`config.mk`:
```
export PLATFORM = sky130hd
export DESIGN_NAME = cgf_top
export DESIGN_NICKNAME = d
export VERILOG_FILES = /design/src/cgf_pkg.sv /design/src/cgf_top.sv
export SDC_FILE = /design/constraint.sdc
export NUM_CORES = 1
export LEC_CHECK = 0
export ABC_CLOCK_PERIOD_IN_PS = 4200
export BUFFER_PORTS_ARGS = -buffer_cell sky130_fd_sc_hd__buf_2
export CORE_ASPECT_RATIO = 0.75
export CORE_UTILIZATION = 50
export DETAILED_ROUTE_END_ITERATION = 7
export PLACE_DENSITY = 0.91
export REMOVE_ABC_BUFFERS = 1
export SKIP_CTS_REPAIR_TIMING = 1
export SLEW_MARGIN = 0
export SYNTH_ARGS = -nofsm -noshare
export SYNTH_HDL_FRONTEND = slang
export SYNTH_SLANG_ARGS = --single-unit
export TNS_END_PERCENT = 10
```
`constraint.sdc`:
```
create_clock -name sys_clk_in -period 4.2 [get_ports sys_clk_in]
set_clock_uncertainty 0.15 [all_clocks]
set_input_delay 0.84 -clock sys_clk_in [delete_from_list [all_inputs] [get_ports sys_clk_in]]
set_output_delay 0.84 -clock sys_clk_in [all_outputs]
set_load 0.01 [all_outputs]
```
`src/cgf_pkg.sv`:
```
package cgf_pkg;
	// register byte offsets on the bus
	localparam logic [11:0] OFS_PTR  = 12'h000;
	localparam logic [11:0] OFS_BANK = 12'h004;
	localparam logic [11:0] OFS_PORT = 12'h008;
	localparam logic [11:0] OFS_TCTL = 12'h00c;
	localparam logic [11:0] OFS_STAT = 12'h010;
	// reset values
	localparam logic [7:0]  RST_PTR  = 8'h15;
	localparam logic [1:0]  RST_BANK = 2'h0;
	localparam logic [7:0]  RST_PORT = 8'h07;
	localparam logic [7:0]  RST_TCTL = 8'h01;
	// field positions
	localparam int PORT_IO_BIT  = 2;
	localparam int TCTL_KBD_BIT = 0;
	localparam int PTR_CS_LSB   = 1;
	localparam int PTR_CS_MSB   = 3;
	localparam int PTR_SCR_LSB  = 4;
	localparam int PTR_SCR_MSB  = 7;
	// rom image window inside a bank, in 4K units (offset 4096..8191)
	localparam logic [1:0]  ROM_IMAGE_4K = 2'h1;
	// top nibble of the processor window 53248..57343
	localparam logic [3:0]  CPU_WIN_HI = 4'hd;
	typedef enum logic [1:0] {
		ST_IDLE,
		ST_CODE,
		ST_GLYPH
	} cgf_state_t;
endpackage

```
`src/cgf_top.sv`:
```
`timescale 1ns/1ps
module cgf_top (
	input  wire logic        sys_clk_in,
	input  wire logic        rst_n_in,
	input  wire logic        ce_in,
	input  wire logic        psel_in,
	input  wire logic        penable_in,
	input  wire logic        pwrite_in,
	input  wire logic [11:0] paddr_in,
	input  wire logic [31:0] pwdata_in,
	output logic      [31:0] prdata_out,
	output logic             pready_out,
	output logic             pslverr_out,
	input  wire logic        cell_req_in,
	input  wire logic [9:0]  cell_pos_in,
	input  wire logic [2:0]  cell_row_in,
	output logic             cell_busy_out,
	output logic             scr_rd_out,
	output logic      [15:0] scr_addr_out,
	output logic      [9:0]  col_addr_out,
	output logic             glyph_rd_out,
	output logic      [15:0] glyph_addr_out,
	output logic             glyph_rom_sel_out,
	input  wire logic        mem_ack_in,
	input  wire logic [7:0]  scr_data_in,
	input  wire logic [3:0]  col_data_in,
	input  wire logic [7:0]  glyph_data_in,
	output logic             pix_valid_out,
	output logic      [7:0]  pix_out,
	output logic      [3:0]  pix_col_out,
	input  wire logic        cpu_valid_in,
	input  wire logic [15:0] cpu_addr_in,
	output logic             cpu_rom_sel_out,
	output logic             cpu_io_sel_out,
	output logic      [11:0] cpu_rom_addr_out,
	input  wire logic        timer_irq_in,
	output logic             kbd_irq_out
);

	typedef struct packed {
		logic [7:0]          ptr;
		logic [1:0]          bank;
		logic [7:0]          port;
		logic [7:0]          tctl;
		logic                pready;
		logic [31:0]         prdata;
		logic                pslverr;
		cgf_pkg::cgf_state_t state;
		logic [2:0]          row;
		logic [7:0]          code;
		logic [3:0]          colour;
		logic                busy;
		logic                scr_rd;
		logic [15:0]         scr_addr;
		logic [9:0]          col_addr;
		logic                glyph_rd;
		logic [15:0]         glyph_addr;
		logic                glyph_rom;
		logic                pix_valid;
		logic [7:0]          pix;
		logic [3:0]          pix_col;
		logic                cpu_rom;
		logic                cpu_io;
		logic [11:0]         cpu_rom_addr;
		logic                kbd_irq;
	} cgf_regs_t;

	cgf_regs_t r;
	cgf_regs_t next_r;
	logic      setup_cyc;
	logic      access_done;
	logic      cpu_in_win;
	logic [13:0] glyph_ofs;

	// bus phase decode
	assign setup_cyc   = psel_in & ~penable_in;
	assign access_done = psel_in & penable_in & r.pready;
	// processor window 53248..57343
	assign cpu_in_win  = (cpu_addr_in[15:12] == cgf_pkg::CPU_WIN_HI);
	// glyph offset inside the bank, pointer bit 0 unused
	assign glyph_ofs = {r.ptr[cgf_pkg::PTR_CS_MSB:cgf_pkg::PTR_CS_LSB],
		scr_data_in, r.row};

	// next state of all registers
	always_comb
	begin
		next_r           = r;
		next_r.scr_rd    = 1'b0;
		next_r.glyph_rd  = 1'b0;
		next_r.pix_valid = 1'b0;
		// bus slave: answer prepared in setup, taken in access
		if (setup_cyc)
		begin
			next_r.pready  = 1'b1;
			next_r.pslverr = 1'b0;
			next_r.prdata  = 32'h0000_0000;
			case (paddr_in)
				cgf_pkg::OFS_PTR:
					next_r.prdata = {24'h00_0000, r.ptr};
				cgf_pkg::OFS_BANK:
					next_r.prdata = {30'h0000_0000, r.bank};
				cgf_pkg::OFS_PORT:
					next_r.prdata = {24'h00_0000, r.port};
				cgf_pkg::OFS_TCTL:
					next_r.prdata = {24'h00_0000, r.tctl};
				cgf_pkg::OFS_STAT:
					next_r.prdata = {28'h000_0000, r.cpu_rom,
						r.port[cgf_pkg::PORT_IO_BIT],
						r.tctl[cgf_pkg::TCTL_KBD_BIT], r.busy};
				default:
					next_r.pslverr = 1'b1;
			endcase
		end
		else if (access_done)
		begin
			next_r.pready  = 1'b0;
			next_r.pslverr = 1'b0;
			if (pwrite_in)
			begin
				case (paddr_in)
					cgf_pkg::OFS_PTR:
						next_r.ptr = pwdata_in[7:0];
					cgf_pkg::OFS_BANK:
						next_r.bank = pwdata_in[1:0];
					cgf_pkg::OFS_PORT:
						next_r.port = pwdata_in[7:0];
					cgf_pkg::OFS_TCTL:
						next_r.tctl = pwdata_in[7:0];
					default:
						next_r.ptr = r.ptr;
				endcase
			end
		end
		// video fetch sequence per screen position
		case (r.state)
			cgf_pkg::ST_IDLE:
			begin
				if (cell_req_in)
				begin
					next_r.row      = cell_row_in;
					// screen and colour read in the same slot
					next_r.scr_addr = {r.bank,
						r.ptr[cgf_pkg::PTR_SCR_MSB:cgf_pkg::PTR_SCR_LSB],
						cell_pos_in};
					next_r.col_addr = cell_pos_in;
					next_r.scr_rd   = 1'b1;
					next_r.busy     = 1'b1;
					next_r.state    = cgf_pkg::ST_CODE;
				end
			end
			cgf_pkg::ST_CODE:
			begin
				if (mem_ack_in)
				begin
					next_r.code       = scr_data_in;
					next_r.colour     = col_data_in;
					next_r.glyph_addr = {r.bank, glyph_ofs};
					// rom image only in even banks, ram elsewhere
					next_r.glyph_rom  = ~r.bank[0] &
						(glyph_ofs[13:12] == cgf_pkg::ROM_IMAGE_4K);
					next_r.glyph_rd   = 1'b1;
					next_r.state      = cgf_pkg::ST_GLYPH;
				end
			end
			cgf_pkg::ST_GLYPH:
			begin
				if (mem_ack_in)
				begin
					next_r.pix       = glyph_data_in;
					next_r.pix_col   = r.colour;
					next_r.pix_valid = 1'b1;
					next_r.busy      = 1'b0;
					next_r.state     = cgf_pkg::ST_IDLE;
				end
			end
			default:
			begin
				next_r.busy  = 1'b0;
				next_r.state = cgf_pkg::ST_IDLE;
			end
		endcase
		// processor window: rom or io by port bit 2
		next_r.cpu_rom = cpu_valid_in & cpu_in_win &
			~r.port[cgf_pkg::PORT_IO_BIT];
		next_r.cpu_io  = cpu_valid_in & cpu_in_win &
			r.port[cgf_pkg::PORT_IO_BIT];
		// rom byte index: low 12 bits of the processor address, one 4K window
		next_r.cpu_rom_addr = cpu_addr_in[11:0];
		// keyboard-scan interrupt gate
		next_r.kbd_irq = timer_irq_in &
			r.tctl[cgf_pkg::TCTL_KBD_BIT];
	end

	// single register stage, frozen while ce is low
	always_ff @(posedge sys_clk_in or negedge rst_n_in)
	begin
		if (!rst_n_in)
		begin
			r       <= '0;
			r.ptr   <= cgf_pkg::RST_PTR;
			r.bank  <= cgf_pkg::RST_BANK;
			r.port  <= cgf_pkg::RST_PORT;
			r.tctl  <= cgf_pkg::RST_TCTL;
			r.state <= cgf_pkg::ST_IDLE;
		end
		else if (ce_in)
		begin
			r <= next_r;
		end
	end

	// outputs straight from the register stage
	assign prdata_out        = r.prdata;
	assign pready_out        = r.pready;
	assign pslverr_out       = r.pslverr;
	assign cell_busy_out     = r.busy;
	assign scr_rd_out        = r.scr_rd;
	assign scr_addr_out      = r.scr_addr;
	assign col_addr_out      = r.col_addr;
	assign glyph_rd_out      = r.glyph_rd;
	assign glyph_addr_out    = r.glyph_addr;
	assign glyph_rom_sel_out = r.glyph_rom;
	assign pix_valid_out     = r.pix_valid;
	assign pix_out           = r.pix;
	assign pix_col_out       = r.pix_col;
	assign cpu_rom_sel_out   = r.cpu_rom;
	assign cpu_io_sel_out    = r.cpu_io;
	assign cpu_rom_addr_out  = r.cpu_rom_addr;
	assign kbd_irq_out       = r.kbd_irq;

	// glyph address carries code and row
	glyph_addr_a: assert property (@(posedge sys_clk_in)
		disable iff (!rst_n_in)
		glyph_rd_out |-> (glyph_addr_out[10:3] == r.code) &&
			(glyph_addr_out[2:0] == r.row))
		else $error("glyph address not code*8+row");

	// set and bank fields of glyph address
	glyph_base_a: assert property (@(posedge sys_clk_in)
		disable iff (!rst_n_in)
		(ce_in && r.state == cgf_pkg::ST_CODE && mem_ack_in &&
			!access_done) |=> glyph_rd_out &&
			(glyph_addr_out[13:11] == $past(r.ptr[3:1])) &&
			(glyph_addr_out[15:14] == $past(r.bank)))
		else $error("glyph base not from pointer and bank");

	// colour taken in same slot as code
	code_colour_a: assert property (@(posedge sys_clk_in)
		disable iff (!rst_n_in)
		scr_rd_out |-> col_addr_out == scr_addr_out[9:0])
		else $error("colour address differs from screen position");

	// rom image only in even banks at 4K..8K
	rom_image_a: assert property (@(posedge sys_clk_in)
		disable iff (!rst_n_in)
		glyph_rd_out |-> glyph_rom_sel_out ==
			(!glyph_addr_out[14] &&
			glyph_addr_out[13:12] == cgf_pkg::ROM_IMAGE_4K))
		else $error("rom image select wrong");

	// pixel byte follows glyph acknowledge
	pix_out_a: assert property (@(posedge sys_clk_in)
		disable iff (!rst_n_in)
		(ce_in && r.state == cgf_pkg::ST_GLYPH && mem_ack_in) |=>
			pix_valid_out && pix_out == $past(glyph_data_in))
		else $error("pixel byte not delivered");

	// processor window follows port bit 2
	cpu_rom_a: assert property (@(posedge sys_clk_in)
		disable iff (!rst_n_in)
		(ce_in && cpu_valid_in &&
			cpu_addr_in[15:12] == cgf_pkg::CPU_WIN_HI &&
			!r.port[cgf_pkg::PORT_IO_BIT]) |=>
			cpu_rom_sel_out && !cpu_io_sel_out)
		else $error("rom not mapped with port bit clear");

	cpu_io_a: assert property (@(posedge sys_clk_in)
		disable iff (!rst_n_in)
		(ce_in && cpu_valid_in &&
			cpu_addr_in[15:12] == cgf_pkg::CPU_WIN_HI &&
			r.port[cgf_pkg::PORT_IO_BIT]) |=>
			cpu_io_sel_out && !cpu_rom_sel_out)
		else $error("io not mapped with port bit set");

	// keyboard interrupt gated by timer control bit
	kbd_gate_a: assert property (@(posedge sys_clk_in)
		disable iff (!rst_n_in)
		ce_in |=> kbd_irq_out ==
			($past(timer_irq_in) &&
			$past(r.tctl[cgf_pkg::TCTL_KBD_BIT])))
		else $error("keyboard interrupt gate wrong");

	// every bus setup answered in the next cycle
	bus_ready_a: assert property (@(posedge sys_clk_in)
		disable iff (!rst_n_in)
		(ce_in && setup_cyc) |=> pready_out)
		else $error("no ready after setup");

	// pointer write lands at the completing edge
	ptr_write_a: assert property (@(posedge sys_clk_in)
		disable iff (!rst_n_in)
		(ce_in && access_done && pwrite_in &&
			paddr_in == cgf_pkg::OFS_PTR) |=>
			r.ptr == $past(pwdata_in[7:0]))
		else $error("pointer write lost");

	// port write moves the window switch bit
	port_write_a: assert property (@(posedge sys_clk_in)
		disable iff (!rst_n_in)
		(ce_in && access_done && pwrite_in &&
			paddr_in == cgf_pkg::OFS_PORT) |=>
			r.port[cgf_pkg::PORT_IO_BIT] ==
			$past(pwdata_in[cgf_pkg::PORT_IO_BIT]))
		else $error("port switch bit not written");

	// a fetch request starts the paired screen and colour read
	fetch_start_a: assert property (@(posedge sys_clk_in)
		disable iff (!rst_n_in)
		(ce_in && r.state == cgf_pkg::ST_IDLE && cell_req_in) |=>
			scr_rd_out && cell_busy_out &&
			(col_addr_out == $past(cell_pos_in)) &&
			(scr_addr_out[9:0] == $past(cell_pos_in)))
		else $error("screen and colour read not paired");

	// cell row latched for the low glyph address bits
	row_latch_a: assert property (@(posedge sys_clk_in)
		disable iff (!rst_n_in)
		(ce_in && r.state == cgf_pkg::ST_IDLE && cell_req_in) |=>
			r.row == $past(cell_row_in))
		else $error("cell row not latched");

	// rom byte index follows processor address
	rom_index_a: assert property (@(posedge sys_clk_in)
		disable iff (!rst_n_in)
		ce_in |=> cpu_rom_addr_out == $past(cpu_addr_in[11:0]))
		else $error("rom byte index wrong");

endmodule

```
Word level (Yosys, flattened, before mapping)
Index checks and enable logic that the tools add are counted.

storage, ports and cells
  register bits = 143
  input port bits = 103
  output and inout bits = 108
  logic and storage cells = 81

operators by class
  equality and inequality tests = 11
  muxes and demuxes = 18
  bitwise gates (word level) = 13
  reductions and logical operators = 15

operator list
  cell                                                  count
  case mux 8 bit (5 select lines)                       1
  2-to-1 mux 18 bit                                     2
  2-to-1 mux 28 bit                                     1
  2-to-1 mux 27 bit                                     1
  2-to-1 mux 13 bit                                     2
  equality test 12 x 4 -> 1 bit, second input constant  2
  AND reduction 5 bit                                   4
  equality test 12 x 3 -> 1 bit, second input constant  1
  equality test 12 x 5 -> 1 bit, second input constant  1
  zero test 12 bit                                      1
  AND reduction 3 bit                                   3
  bitwise AND 1 bit                                     8
  AND reduction 4 bit                                   2
  2-to-1 mux 1 bit                                      6
  != test 2 bit, second input constant                  3
  case mux 2 bit (3 select lines)                       1
  2-to-1 mux 5 bit                                      1
  inverter 1 bit                                        5
  OR reduction 5 bit                                    1
  equality test 2 x 1 -> 1 bit, second input constant   2
  equality test 4 bit, second input constant            1
  2-to-1 mux 2 bit                                      2
  AND reduction 2 bit                                   2
  case mux 1 bit (3 select lines)                       1
  other kinds (3)                                       3

Longest topological paths before layout
Gate-level depths: netlist of the first run.

  depth after elaboration = 4
  gate-level depth with buffers = 6
  mapped depth without buffers = 4

Worst setup path before layout of the first run
No wires, ideal clock.

  path type = input -> register
  start = input port paddr_in[8]
  end = register r[136] (netlist bit)
  setup time = 125 ps
  arrival = 2,283 ps
  required time = 3,925 ps
  setup slack = 1,642 ps
  cell stages on the path = 5
  path buffers = 1
  path through = nor4_4 nand3_2 or4_1 buf_4 mux2_4

on the way
  longest elaborated chain between the ends = 2

ends and longest elaborated chain
  what                           line            source
  start, declared                cgf_top.sv:9    input wire logic [11:0] paddr_in,
  equality test 12 x 4 -> 1 bit  cgf_top.sv:120  case (paddr_in)
  AND reduction 5 bit (no line)  -
  end signal, assigned           cgf_top.sv:208  r <= next_r;
  end, declared                  cgf_top.sv:68   cgf_regs_t r;

Every way passes these cells.
A chain may end at the register's enable or synchronous reset.

Worst setup path after layout of the first run
  start = input port paddr_in[8]
  end = register r[138] (netlist bit)

Same word-level chain as after synthesis.

==> flow_summary.html, run 1 <==
<table>
<tr><th>Metric</th><th>Value</th></tr>
<tr><th colspan="2">Run status</th></tr>
<tr><td>Outcome</td><td>finished, final reports clean</td></tr>
<tr><th colspan="2">Synth</th></tr>
<tr><td>Post-synthesis compound-gate area fraction</td><td>0.03894</td></tr>
<tr><td>Fraction of the mapped netlist area in simple logic gates</td><td>0.05913</td></tr>
<tr><td>Gate count of the mapped netlist</td><td>415</td></tr>
<tr><td>Multiplexer share of the synthesized area</td><td>0.2183</td></tr>
<tr><td>Distinct cells, synth</td><td>36</td></tr>
<tr><td>Share of the synthesized area in the top cell type</td><td>0.4904</td></tr>
<tr><td>Leading cell type by number of instances after synthesis</td><td>dfrtp_1</td></tr>
<tr><td>Number of flops mapped to enable cells by yosys</td><td>0</td></tr>
<tr><td>Area share of fa/ha/maj cells after synthesis</td><td>0</td></tr>
<tr><td>Async set or reset register ratio after synthesis</td><td>1.000</td></tr>
<tr><td>Most instantiated flip-flop cell in the synthesis netlist</td><td>dfrtp_1</td></tr>
<tr><td>Post-synthesis sequential element count</td><td>109</td></tr>
<tr><td>Leading cell types by count after synthesis</td><td>102 x dfrtp_1, 99 x buf_4, 84 x mux2_2</td></tr>
<tr><td>Cell taking the most area after synthesis</td><td>dfrtp_1</td></tr>
<tr><td>Post-synthesis share of cell area spent on xor and xnor gates</td><td>0</td></tr>
<tr><td>Synth Cell Area</td><td>5205 um2</td></tr>
<tr><td>Largest family of logic cells by synthesized area</td><td>multiplexers</td></tr>
<tr><td>Mapped Avg Cell Area</td><td>around 13 um2</td></tr>
<tr><td>Synth Warn #</td><td>0</td></tr>
<tr><td>Largest cells by area after synthesis</td><td>dfrtp_1 49%, mux2_2 18%, buf_4 14%</td></tr>
<tr><td>Proportion of synthesized chip area in sequential cells</td><td>0.5257</td></tr>
<tr><th colspan="2">STA</th></tr>
<tr><td>Slew at the pin with the worst max-slew slack</td><td>0.7137 ns</td></tr>
<tr><td>Min cycle time layout</td><td>between 2 and 3 ns</td></tr>
<tr><td>Final setup fails</td><td>0</td></tr>
<tr><td>Summed negative setup slack over all endpoints</td><td>0 ns</td></tr>
<tr><td>Highest achievable clock rate</td><td>0.3812 GHz</td></tr>
<tr><td>Max transition margin</td><td>0.5242</td></tr>
<tr><td>RSZ-0062 raised after global routing</td><td>false</td></tr>
<tr><td>Final-report hold violation count</td><td>0</td></tr>
<tr><td>Final period utilization</td><td>0.6245</td></tr>
<tr><td>Max-slew violations</td><td>0</td></tr>
<tr><th colspan="2">Global route</th></tr>
<tr><td>Largest net degree at the start of global routing</td><td>56</td></tr>
<tr><td>Vias in the first global route</td><td>3297</td></tr>
<tr><td>Global-route wire length before repair</td><td>16210 um</td></tr>
<tr><td>GRT Resource Usage Total</td><td>0.1904</td></tr>
<tr><td>Total gr overflow</td><td>0</td></tr>
<tr><td>Number of antenna violations at the first check in global routing</td><td>0</td></tr>
<tr><th colspan="2">Job</th></tr>
<tr><td>Max-cap check violation count</td><td>0</td></tr>
<tr><th colspan="2">Power</th></tr>
<tr><td>Worst voltage drop across the vdd grid</td><td>0.0003168 V</td></tr>
<tr><td>Leak pwr</td><td>a little over 3 nW</td></tr>
<tr><td>Areal power density over the cells</td><td>530.8 nW/um2</td></tr>
<tr><td>PnR Total Power</td><td>3.110 mW</td></tr>
<tr><th colspan="2">Setup path</th></tr>
<tr><td>Top delay family on crit path</td><td>simple AND/OR/NAND/NOR gates</td></tr>
<tr><td>Worst path cell trace</td><td>buf_2 &gt; nor4_4 &gt; nand3_2 &gt; or4_1 &gt; mux2_4</td></tr>
<tr><td>Largest stage delay on the critical path</td><td>0.86 ns</td></tr>
<tr><td>Depth of the worst register-to-register path</td><td>4</td></tr>
<tr><td>Critical Path AT</td><td>approximately 2.7 ns</td></tr>
<tr><td>Reg2reg end</td><td>glyph_ofs[13]</td></tr>
<tr><td>Combined buffer and inverter count along the critical path</td><td>1</td></tr>
<tr><td>Setup CP Type</td><td>in2reg</td></tr>
<tr><td>Start of the worst register-to-register path</td><td>pready_out</td></tr>
<tr><td>Critical-path maximum fanout</td><td>8</td></tr>
<tr><td>Critical Path Sink Type</td><td>register</td></tr>
<tr><td>Required arrival time at the worst endpoint</td><td>between 4 and 5 ns</td></tr>
<tr><td>Kind of start point of the critical path</td><td>input port</td></tr>
<tr><td>FF-to-FF setup slack</td><td>2.07 ns</td></tr>
<tr><td>Slowest stage cell on the critical path</td><td>or4_1</td></tr>
<tr><th colspan="2">Clock network</th></tr>
<tr><td>Clock sink count</td><td>109</td></tr>
<tr><td>H-Tree Level Count</td><td>3</td></tr>
<tr><td>Source-to-sink clock delay at the later pin of the worst-skew pair</td><td>about 0.34 ns</td></tr>
<tr><td>Maximum buffer depth of the clock tree</td><td>2</td></tr>
<tr><td>CTS tree</td><td>done</td></tr>
<tr><td>Library cell used as clock root buffer</td><td>clkbuf_16</td></tr>
<tr><td>CTS Buf Count</td><td>9</td></tr>
<tr><td>Clock edge transition at the registers on the reported setup and hold paths</td><td>approximately 0.07 ns</td></tr>
<tr><th colspan="2">Worst hold path</th></tr>
<tr><td>Launch instance of the worst min-delay path</td><td>scr_rd_out</td></tr>
<tr><td>Worst Hold End</td><td>scr_rd_out</td></tr>
<tr><td>Type of the most critical hold path</td><td>reg2reg</td></tr>
<tr><td>Number of stages on the worst hold path</td><td>1</td></tr>
<tr><th colspan="2">Finish</th></tr>
<tr><td>FILL cells</td><td>slightly above 800</td></tr>
<tr><td>Layout cell share with drive strength beyond 1</td><td>0.5641</td></tr>
<tr><td>Net count of the finished layout</td><td>~600</td></tr>
<tr><td>Post-route non-filler standard cell count</td><td>about 640</td></tr>
<tr><td>Area used by multi-input combinational logic</td><td>between 1500 and 2000 um2</td></tr>
<tr><td>Signed area change from the synthesized netlist to the final layout</td><td>12.57%</td></tr>
<tr><td>Post-Route Utilization</td><td>0.5924</td></tr>
<tr><td>Diode count</td><td>0</td></tr>
<tr><td>Register cell area after layout</td><td>approximately 2700 um2</td></tr>
<tr><th colspan="2">Routing</th></tr>
<tr><td>Detailed-route wire length</td><td>just under 10000 um</td></tr>
<tr><td>Count of unresolved DRC violations after routing</td><td>0</td></tr>
<tr><td>Via-per-instance ratio</td><td>roughly 5</td></tr>
<tr><td>DRT antenna net count</td><td>0</td></tr>
<tr><td>Wire length per cell after detailed routing</td><td>15.27 um</td></tr>
<tr><td>DRT Pass-1 Iters</td><td>4</td></tr>
<tr><td>Detailed-route via count</td><td>about 3.2k</td></tr>
<tr><td>Number of DRC markers after the initial detailed-route iteration</td><td>88</td></tr>
<tr><th colspan="2">Floorplan</th></tr>
<tr><td>Overall die height</td><td>around 90 um</td></tr>
<tr><td>Floorplan Core Area</td><td>9891 um2</td></tr>
<tr><td>Die X-Extent</td><td>119.8 um</td></tr>
<tr><td>Number of standard-cell rows in the floorplan</td><td>31</td></tr>
<tr><td>Die outline area</td><td>10830 um2</td></tr>
<tr><td>Starting utilization of the core area</td><td>0.5262</td></tr>
<tr><td>I/O pin total</td><td>211</td></tr>
<tr><th colspan="2">Placed design</th></tr>
<tr><td>Global placement routability congestion</td><td>0.7856</td></tr>
<tr><td>Post-Place Cells</td><td>623</td></tr>
<tr><td>Placed wire-length estimate</td><td>slightly above 7000 um</td></tr>
<tr><td>Port Buffer Count</td><td>162</td></tr>
</table>
power by group:
part	leakage (nW)	internal, mW	switching [mW]	total [mW]
logic	1.49	0.383	0.366	0.749
clock network	0.167	0.583	0.372	0.955
registers	1.38	1.28	0.129	1.41
total	3.03	2.24	0.866	3.11
routing by layer:
layer | vias to the layer above | share of wire | track usage
met3 | 11 | 0.070 | 0.05682
met4 | 0 | 0.0091 | 0.05208
met1 | 1577 | 0.41 | 0.2376
met2 | 132 | 0.51 | 0.3208
li1 | 1469 | - | -
met5 | - | 0 | 0
metrics by stage:
step | cell area (um2) | hold WS, ns | setup WS, ns
floorplan | 4496 | 0.3235 | 1.178
global placement | 5522 | 0.3122 | 1.245
detailed placement | 5522 | 0.3136 | 1.214
CTS | 5859 | 0.3296 | 1.577
global route | 5859 | 0.3497 | 1.526
finish | 5859 | 0.3224 | 1.577
cell type report:
type / instances / area share
timing repair buffer: 166 / 0.1461
tap: 132 / 0.02819
multi-input combinational: 210 / 0.2972
sequential: 109 / 0.4670
clock inverter: 6 / 0.01858
inverter: 6 / 0.003844
clock buffer: 10 / 0.03908
layout by cell type (no fill, tap or decap), drive strengths merged, types with 4 or more instances in the layout:
cell    netlist  layout
dfstp         7       7
inv           6       7
dfrtp       102     102
o21ai        11      11
a31oi         5       5
conb          1      24
mux2i         7       7
mux2         92      92
buf         100     166
nand3         7       7
a22o          4       4
nor2         11      11
nand2        22      22
clkbuf       13      10
logic make-up after synthesis:
kind of cell    after synthesis
compound gates               31
buf+inv                     119
flops                       109
mux                          99
other cells                   1
simple gates                 56
flip-flops by register name, summed over array words and instances (netlist names):
name and count:
glyph_rom_sel_out 1, glyph_rd_out 1, glyph_addr_out 16, cpu_rom_addr_out 12, scr_addr_out 16, scr_rd_out 1, cpu_rom_sel_out 1, kbd_irq_out 1
pix_out 8, r 29, cell_busy_out 1, prdata_out 8, cpu_io_sel_out 1, pslverr_out 1, pix_col_out 4, glyph_ofs 6
pready_out 1, pix_valid_out 1
worst max-delay path by stage:
stage	startpoint	end	slack, ns	cells past startpoint
2_1_floorplan	cell_req_in	glyph_ofs[0]	1.18	3
3_3_place_gp	paddr_in[8]	r[136]	1.25	5
3_5_place_dp	paddr_in[8]	r[139]	1.21	5
4_1_cts	paddr_in[8]	r[138]	1.58	5
5_1_grt	paddr_in[7]	r[138]	1.53	5
6_report	paddr_in[8]	r[138]	1.58	5
Note: power is estimated with default switching activity, not from simulation.
==> run 2, diff against run 1 <==
--- a/config.mk
+++ b/config.mk
@@ -5,12 +5,12 @@
 export SDC_FILE = /design/constraint.sdc
 export NUM_CORES = 1
 export LEC_CHECK = 0
-export ABC_CLOCK_PERIOD_IN_PS = 4200
+export ABC_CLOCK_PERIOD_IN_PS = 2560
 export BUFFER_PORTS_ARGS = -buffer_cell sky130_fd_sc_hd__buf_2
 export CORE_ASPECT_RATIO = 0.75
-export CORE_UTILIZATION = 50
+export CORE_UTILIZATION = 49
 export DETAILED_ROUTE_END_ITERATION = 7
-export PLACE_DENSITY = 0.91
+export PLACE_DENSITY = 0.9
 export REMOVE_ABC_BUFFERS = 1
 export SKIP_CTS_REPAIR_TIMING = 1
 export SLEW_MARGIN = 0
==> constraint.sdc (replaced) <==
create_clock -name sys_clk_in -period 2.56 [get_ports sys_clk_in]
set_clock_uncertainty 0.15 [all_clocks]
set_input_delay 0.512 -clock sys_clk_in [delete_from_list [all_inputs] [get_ports sys_clk_in]]
set_output_delay 0.512 -clock sys_clk_in [all_outputs]
set_load 0.01 [all_outputs]
==> flow_summary.html, run 2 (same netlist as run 1, synthesis figures left out) <==
<table>
<tr><th>Metric</th><th>Value</th></tr>
<tr><th colspan="2">Run status</th></tr>
<tr><td>Outcome</td><td>finished, final reports clean</td></tr>
<tr><th colspan="2">Clock network</th></tr>
<tr><td>Library cell used as clock root buffer</td><td>clkbuf_16</td></tr>
<tr><td>Clock edge transition at the registers on the reported setup and hold paths</td><td>0.07 ns (about the same)</td></tr>
<tr><td>Source-to-sink clock delay at the later pin of the worst-skew pair</td><td>0.34 ns (about the same)</td></tr>
<tr><td>CTS tree</td><td>done</td></tr>
<tr><td>Clock sink count</td><td>109 (unchanged)</td></tr>
<tr><td>CTS Buf Count</td><td>9 (unchanged)</td></tr>
<tr><td>Maximum buffer depth of the clock tree</td><td>2 (unchanged)</td></tr>
<tr><td>H-Tree Level Count</td><td>3 (unchanged)</td></tr>
<tr><th colspan="2">Finish</th></tr>
<tr><td>Net count of the finished layout</td><td>616 (+1.8%)</td></tr>
<tr><td>Signed area change from the synthesized netlist to the final layout</td><td>13.87%</td></tr>
<tr><td>Reg with most FFs</td><td>r</td></tr>
<tr><td>Commonest non-fill, non-tap cell in the layout</td><td>buf_2</td></tr>
<tr><td>Layout cell share with drive strength beyond 1</td><td>0.5695 (+0.005396)</td></tr>
<tr><td>Top library cells by usage in the layout, fill and taps aside</td><td>161 x buf_2, 102 x dfrtp_1, 84 x mux2_2, 24 x conb_1, 22 x nand2_1</td></tr>
<tr><td>Diode count</td><td>0 (unchanged)</td></tr>
<tr><td>Flip-flop count of the largest register after layout</td><td>29 (unchanged)</td></tr>
<tr><th colspan="2">Setup path</th></tr>
<tr><td>Largest stage delay on the critical path</td><td>0.52 ns (-0.34 ns)</td></tr>
<tr><td>Critical Path AT</td><td>2.10 ns (-0.60 ns)</td></tr>
<tr><td>Worst path cell trace</td><td>buf_2 &gt; nor3_1 &gt; nand3_2 &gt; or4_1 &gt; buf_4 &gt; mux2_4</td></tr>
<tr><td>Required arrival time at the worst endpoint</td><td>2.63 ns (-1.64 ns)</td></tr>
<tr><td>Kind of start point of the critical path</td><td>input port</td></tr>
<tr><td>Endpoint of the worst setup timing path</td><td>r[136]</td></tr>
<tr><td>Critical-path maximum fanout</td><td>8 (unchanged)</td></tr>
<tr><td>Start of the worst register-to-register path</td><td>pready_out</td></tr>
<tr><td>Reg2reg end</td><td>r[136]</td></tr>
<tr><td>Critical Path Sink Type</td><td>register</td></tr>
<tr><td>Slowest stage cell on the critical path</td><td>or4_1</td></tr>
<tr><td>Setup CP Type</td><td>in2reg</td></tr>
<tr><td>Launch point of the worst path</td><td>paddr_in[7]</td></tr>
<tr><td>Depth of the worst register-to-register path</td><td>4 (unchanged)</td></tr>
<tr><td>FF-to-FF setup slack</td><td>0.64 ns (-1.43 ns)</td></tr>
<tr><th colspan="2">Power</th></tr>
<tr><td>Switch share</td><td>0.2854 (+0.006824)</td></tr>
<tr><td>Clock network fraction of total power</td><td>0.291 (-0.016)</td></tr>
<tr><td>Worst voltage drop across the vdd grid</td><td>0.0006671 V (+110%)</td></tr>
<tr><td>Portion of total power attributed to sequential cells</td><td>0.460 (+0.008)</td></tr>
<tr><td>Leak pwr</td><td>3.071 nW (+1.3%)</td></tr>
<tr><td>Switch Pwr</td><td>1.437 mW (+66%)</td></tr>
<tr><td>Comb pwr share</td><td>0.250 (+0.009)</td></tr>
<tr><td>Areal power density over the cells</td><td>849.5 nW/um2 (+60%)</td></tr>
<tr><td>Cell Int Power</td><td>3.598 mW (+60%)</td></tr>
<tr><th colspan="2">Job</th></tr>
<tr><td>Max-cap check violation count</td><td>0 (unchanged)</td></tr>
<tr><th colspan="2">Global route</th></tr>
<tr><td>Total gr overflow</td><td>0 (unchanged)</td></tr>
<tr><td>Number of antenna violations at the first check in global routing</td><td>0 (unchanged)</td></tr>
<tr><td>Largest net degree at the start of global routing</td><td>41 (-27%)</td></tr>
<tr><td>GRT Resource Usage Total</td><td>0.1947 (+0.004343)</td></tr>
<tr><td>Global-route wire length before repair</td><td>16380 um (+1.1%)</td></tr>
<tr><td>Vias in the first global route</td><td>3327 (+0.91%)</td></tr>
<tr><th colspan="2">Routing</th></tr>
<tr><td>DRT antenna net count</td><td>0 (unchanged)</td></tr>
<tr><td>Via-per-instance ratio</td><td>5.017 (+0.53%)</td></tr>
<tr><td>Detailed-route wire length</td><td>10400 um (+6.6%)</td></tr>
<tr><td>Count of unresolved DRC violations after routing</td><td>0 (unchanged)</td></tr>
<tr><td>Wire length per cell after detailed routing</td><td>15.90 um (+4.2%)</td></tr>
<tr><td>Detailed-route via count</td><td>3281 (+2.9%)</td></tr>
<tr><td>Number of DRC markers after the initial detailed-route iteration</td><td>115 (+31%)</td></tr>
<tr><td>DRT Pass-1 Iters</td><td>6 (+2)</td></tr>
<tr><th colspan="2">STA</th></tr>
<tr><td>Final setup fails</td><td>0 (unchanged)</td></tr>
<tr><td>RSZ-0062 raised after global routing</td><td>false</td></tr>
<tr><td>Setup ws final</td><td>0.5354 ns (-1.042 ns)</td></tr>
<tr><td>Highest achievable clock rate</td><td>0.4939 GHz</td></tr>
<tr><td>Worst hold slack</td><td>0.2506 ns (-0.07173 ns)</td></tr>
<tr><td>Min cycle time layout</td><td>just over 2 ns</td></tr>
<tr><td>Final-report hold violation count</td><td>0 (unchanged)</td></tr>
<tr><td>Max-slew violations</td><td>0 (unchanged)</td></tr>
<tr><td>Slew at the pin with the worst max-slew slack</td><td>0.5803 ns (-0.1334 ns)</td></tr>
<tr><td>Max transition margin</td><td>0.6131 (+0.08893)</td></tr>
<tr><td>Final period utilization</td><td>0.7909</td></tr>
<tr><th colspan="2">Floorplan</th></tr>
<tr><td>Overall die height</td><td>91.26 um (+0.99%)</td></tr>
<tr><td>Starting utilization of the core area</td><td>0.5058 (-0.02041)</td></tr>
<tr><td>Floorplan Core Area</td><td>10290 um2 (+4.0%)</td></tr>
<tr><td>Die outline area</td><td>11040 um2 (+2.0%)</td></tr>
<tr><td>I/O pin total</td><td>211 (unchanged)</td></tr>
<tr><td>Die X-Extent</td><td>121.0 um (+1.0%)</td></tr>
<tr><td>Number of standard-cell rows in the floorplan</td><td>32 (+3.2%)</td></tr>
<tr><th colspan="2">Placed design</th></tr>
<tr><td>Placed wire-length estimate</td><td>7767 um (+9.2%)</td></tr>
<tr><td>Port Buffer Count</td><td>162 (unchanged)</td></tr>
<tr><td>Placement Setup Slack</td><td>0.1977 ns (-1.016 ns)</td></tr>
<tr><td>Global placement routability congestion</td><td>0.7723 (-1.7%)</td></tr>
<tr><th colspan="2">Worst hold path</th></tr>
<tr><td>Type of the most critical hold path</td><td>in2reg</td></tr>
</table>
[run 2: changes by cell type in the layout (fill, tap and decap cells not counted), sizes merged]
cell,change
bufinv,-1
buf,+10
clkbuf,+1
dlygate4sd3,+1
[run 2: layer usage]
metal	global-route usage	up-vias	wire length (um)
li1	-	1495	-
met1	0.2363	1634	4284
met2	0.3329	139	5317
met3	0.05528	13	676
met4	0.06276	0	122
met5	0	-	0
[run 2: final cells by class]
| type | count | area [um2] |
|---|---|---|
| clock inverter | 5 | 82.58 |
| fill | 831 | 4363 |
| timing repair buffer | 177 | 940.9 |
| multi-input combinational | 210 | 1742 |
| clock buffer | 11 | 232.7 |
| sequential | 109 | 2736 |
| inverter | 6 | 22.52 |
| tap | 136 | 170.2 |
[run 2: worst min path at each step]
stage / startpoint / endpoint / cells after the start
after floorplan: rst_n_in / cell_busy_out / 0
after global placement: scr_rd_out / scr_rd_out / 1
after detailed placement: rst_n_in / scr_addr_out[10] / 1
after CTS: rst_n_in / scr_addr_out[10] / 1
after global routing: cpu_addr_in[5] / cpu_rom_addr_out[5] / 2
final: cell_pos_in[5] / scr_addr_out[5] / 2
[run 2: critical path, delay by kind of cell]
kind / cells / cell delay (ns)
buffers and inverters: 2 / 0.31
multiplexers: 1 / 0.31
AND/OR/NAND/NOR: 3 / 0.96
[run 2: power groups by stage]
stage	registers, mW	logic (mW)	clock network [mW]
after floorplan	2.51	0.451	0
after global placement	2.30	1.22	0
after detailed placement	2.35	1.27	0
after CTS	2.32	1.28	1.51
after global routing	2.36	1.36	1.57
final	2.32	1.26	1.46
[run 2: through the flow]
step                area, um2  total power, mW  TNS, ns  utilization  std cells
global route             5927            5.289        0       0.5760        654
global placement         5602            3.517        0       0.5444        637
finish                   5927            5.035        0       0.5760        654
floorplan                4496            2.962   -2.549            -        325
detailed placement       5602            3.618        0       0.5444        637
CTS                      5917            5.104        0       0.5750        653
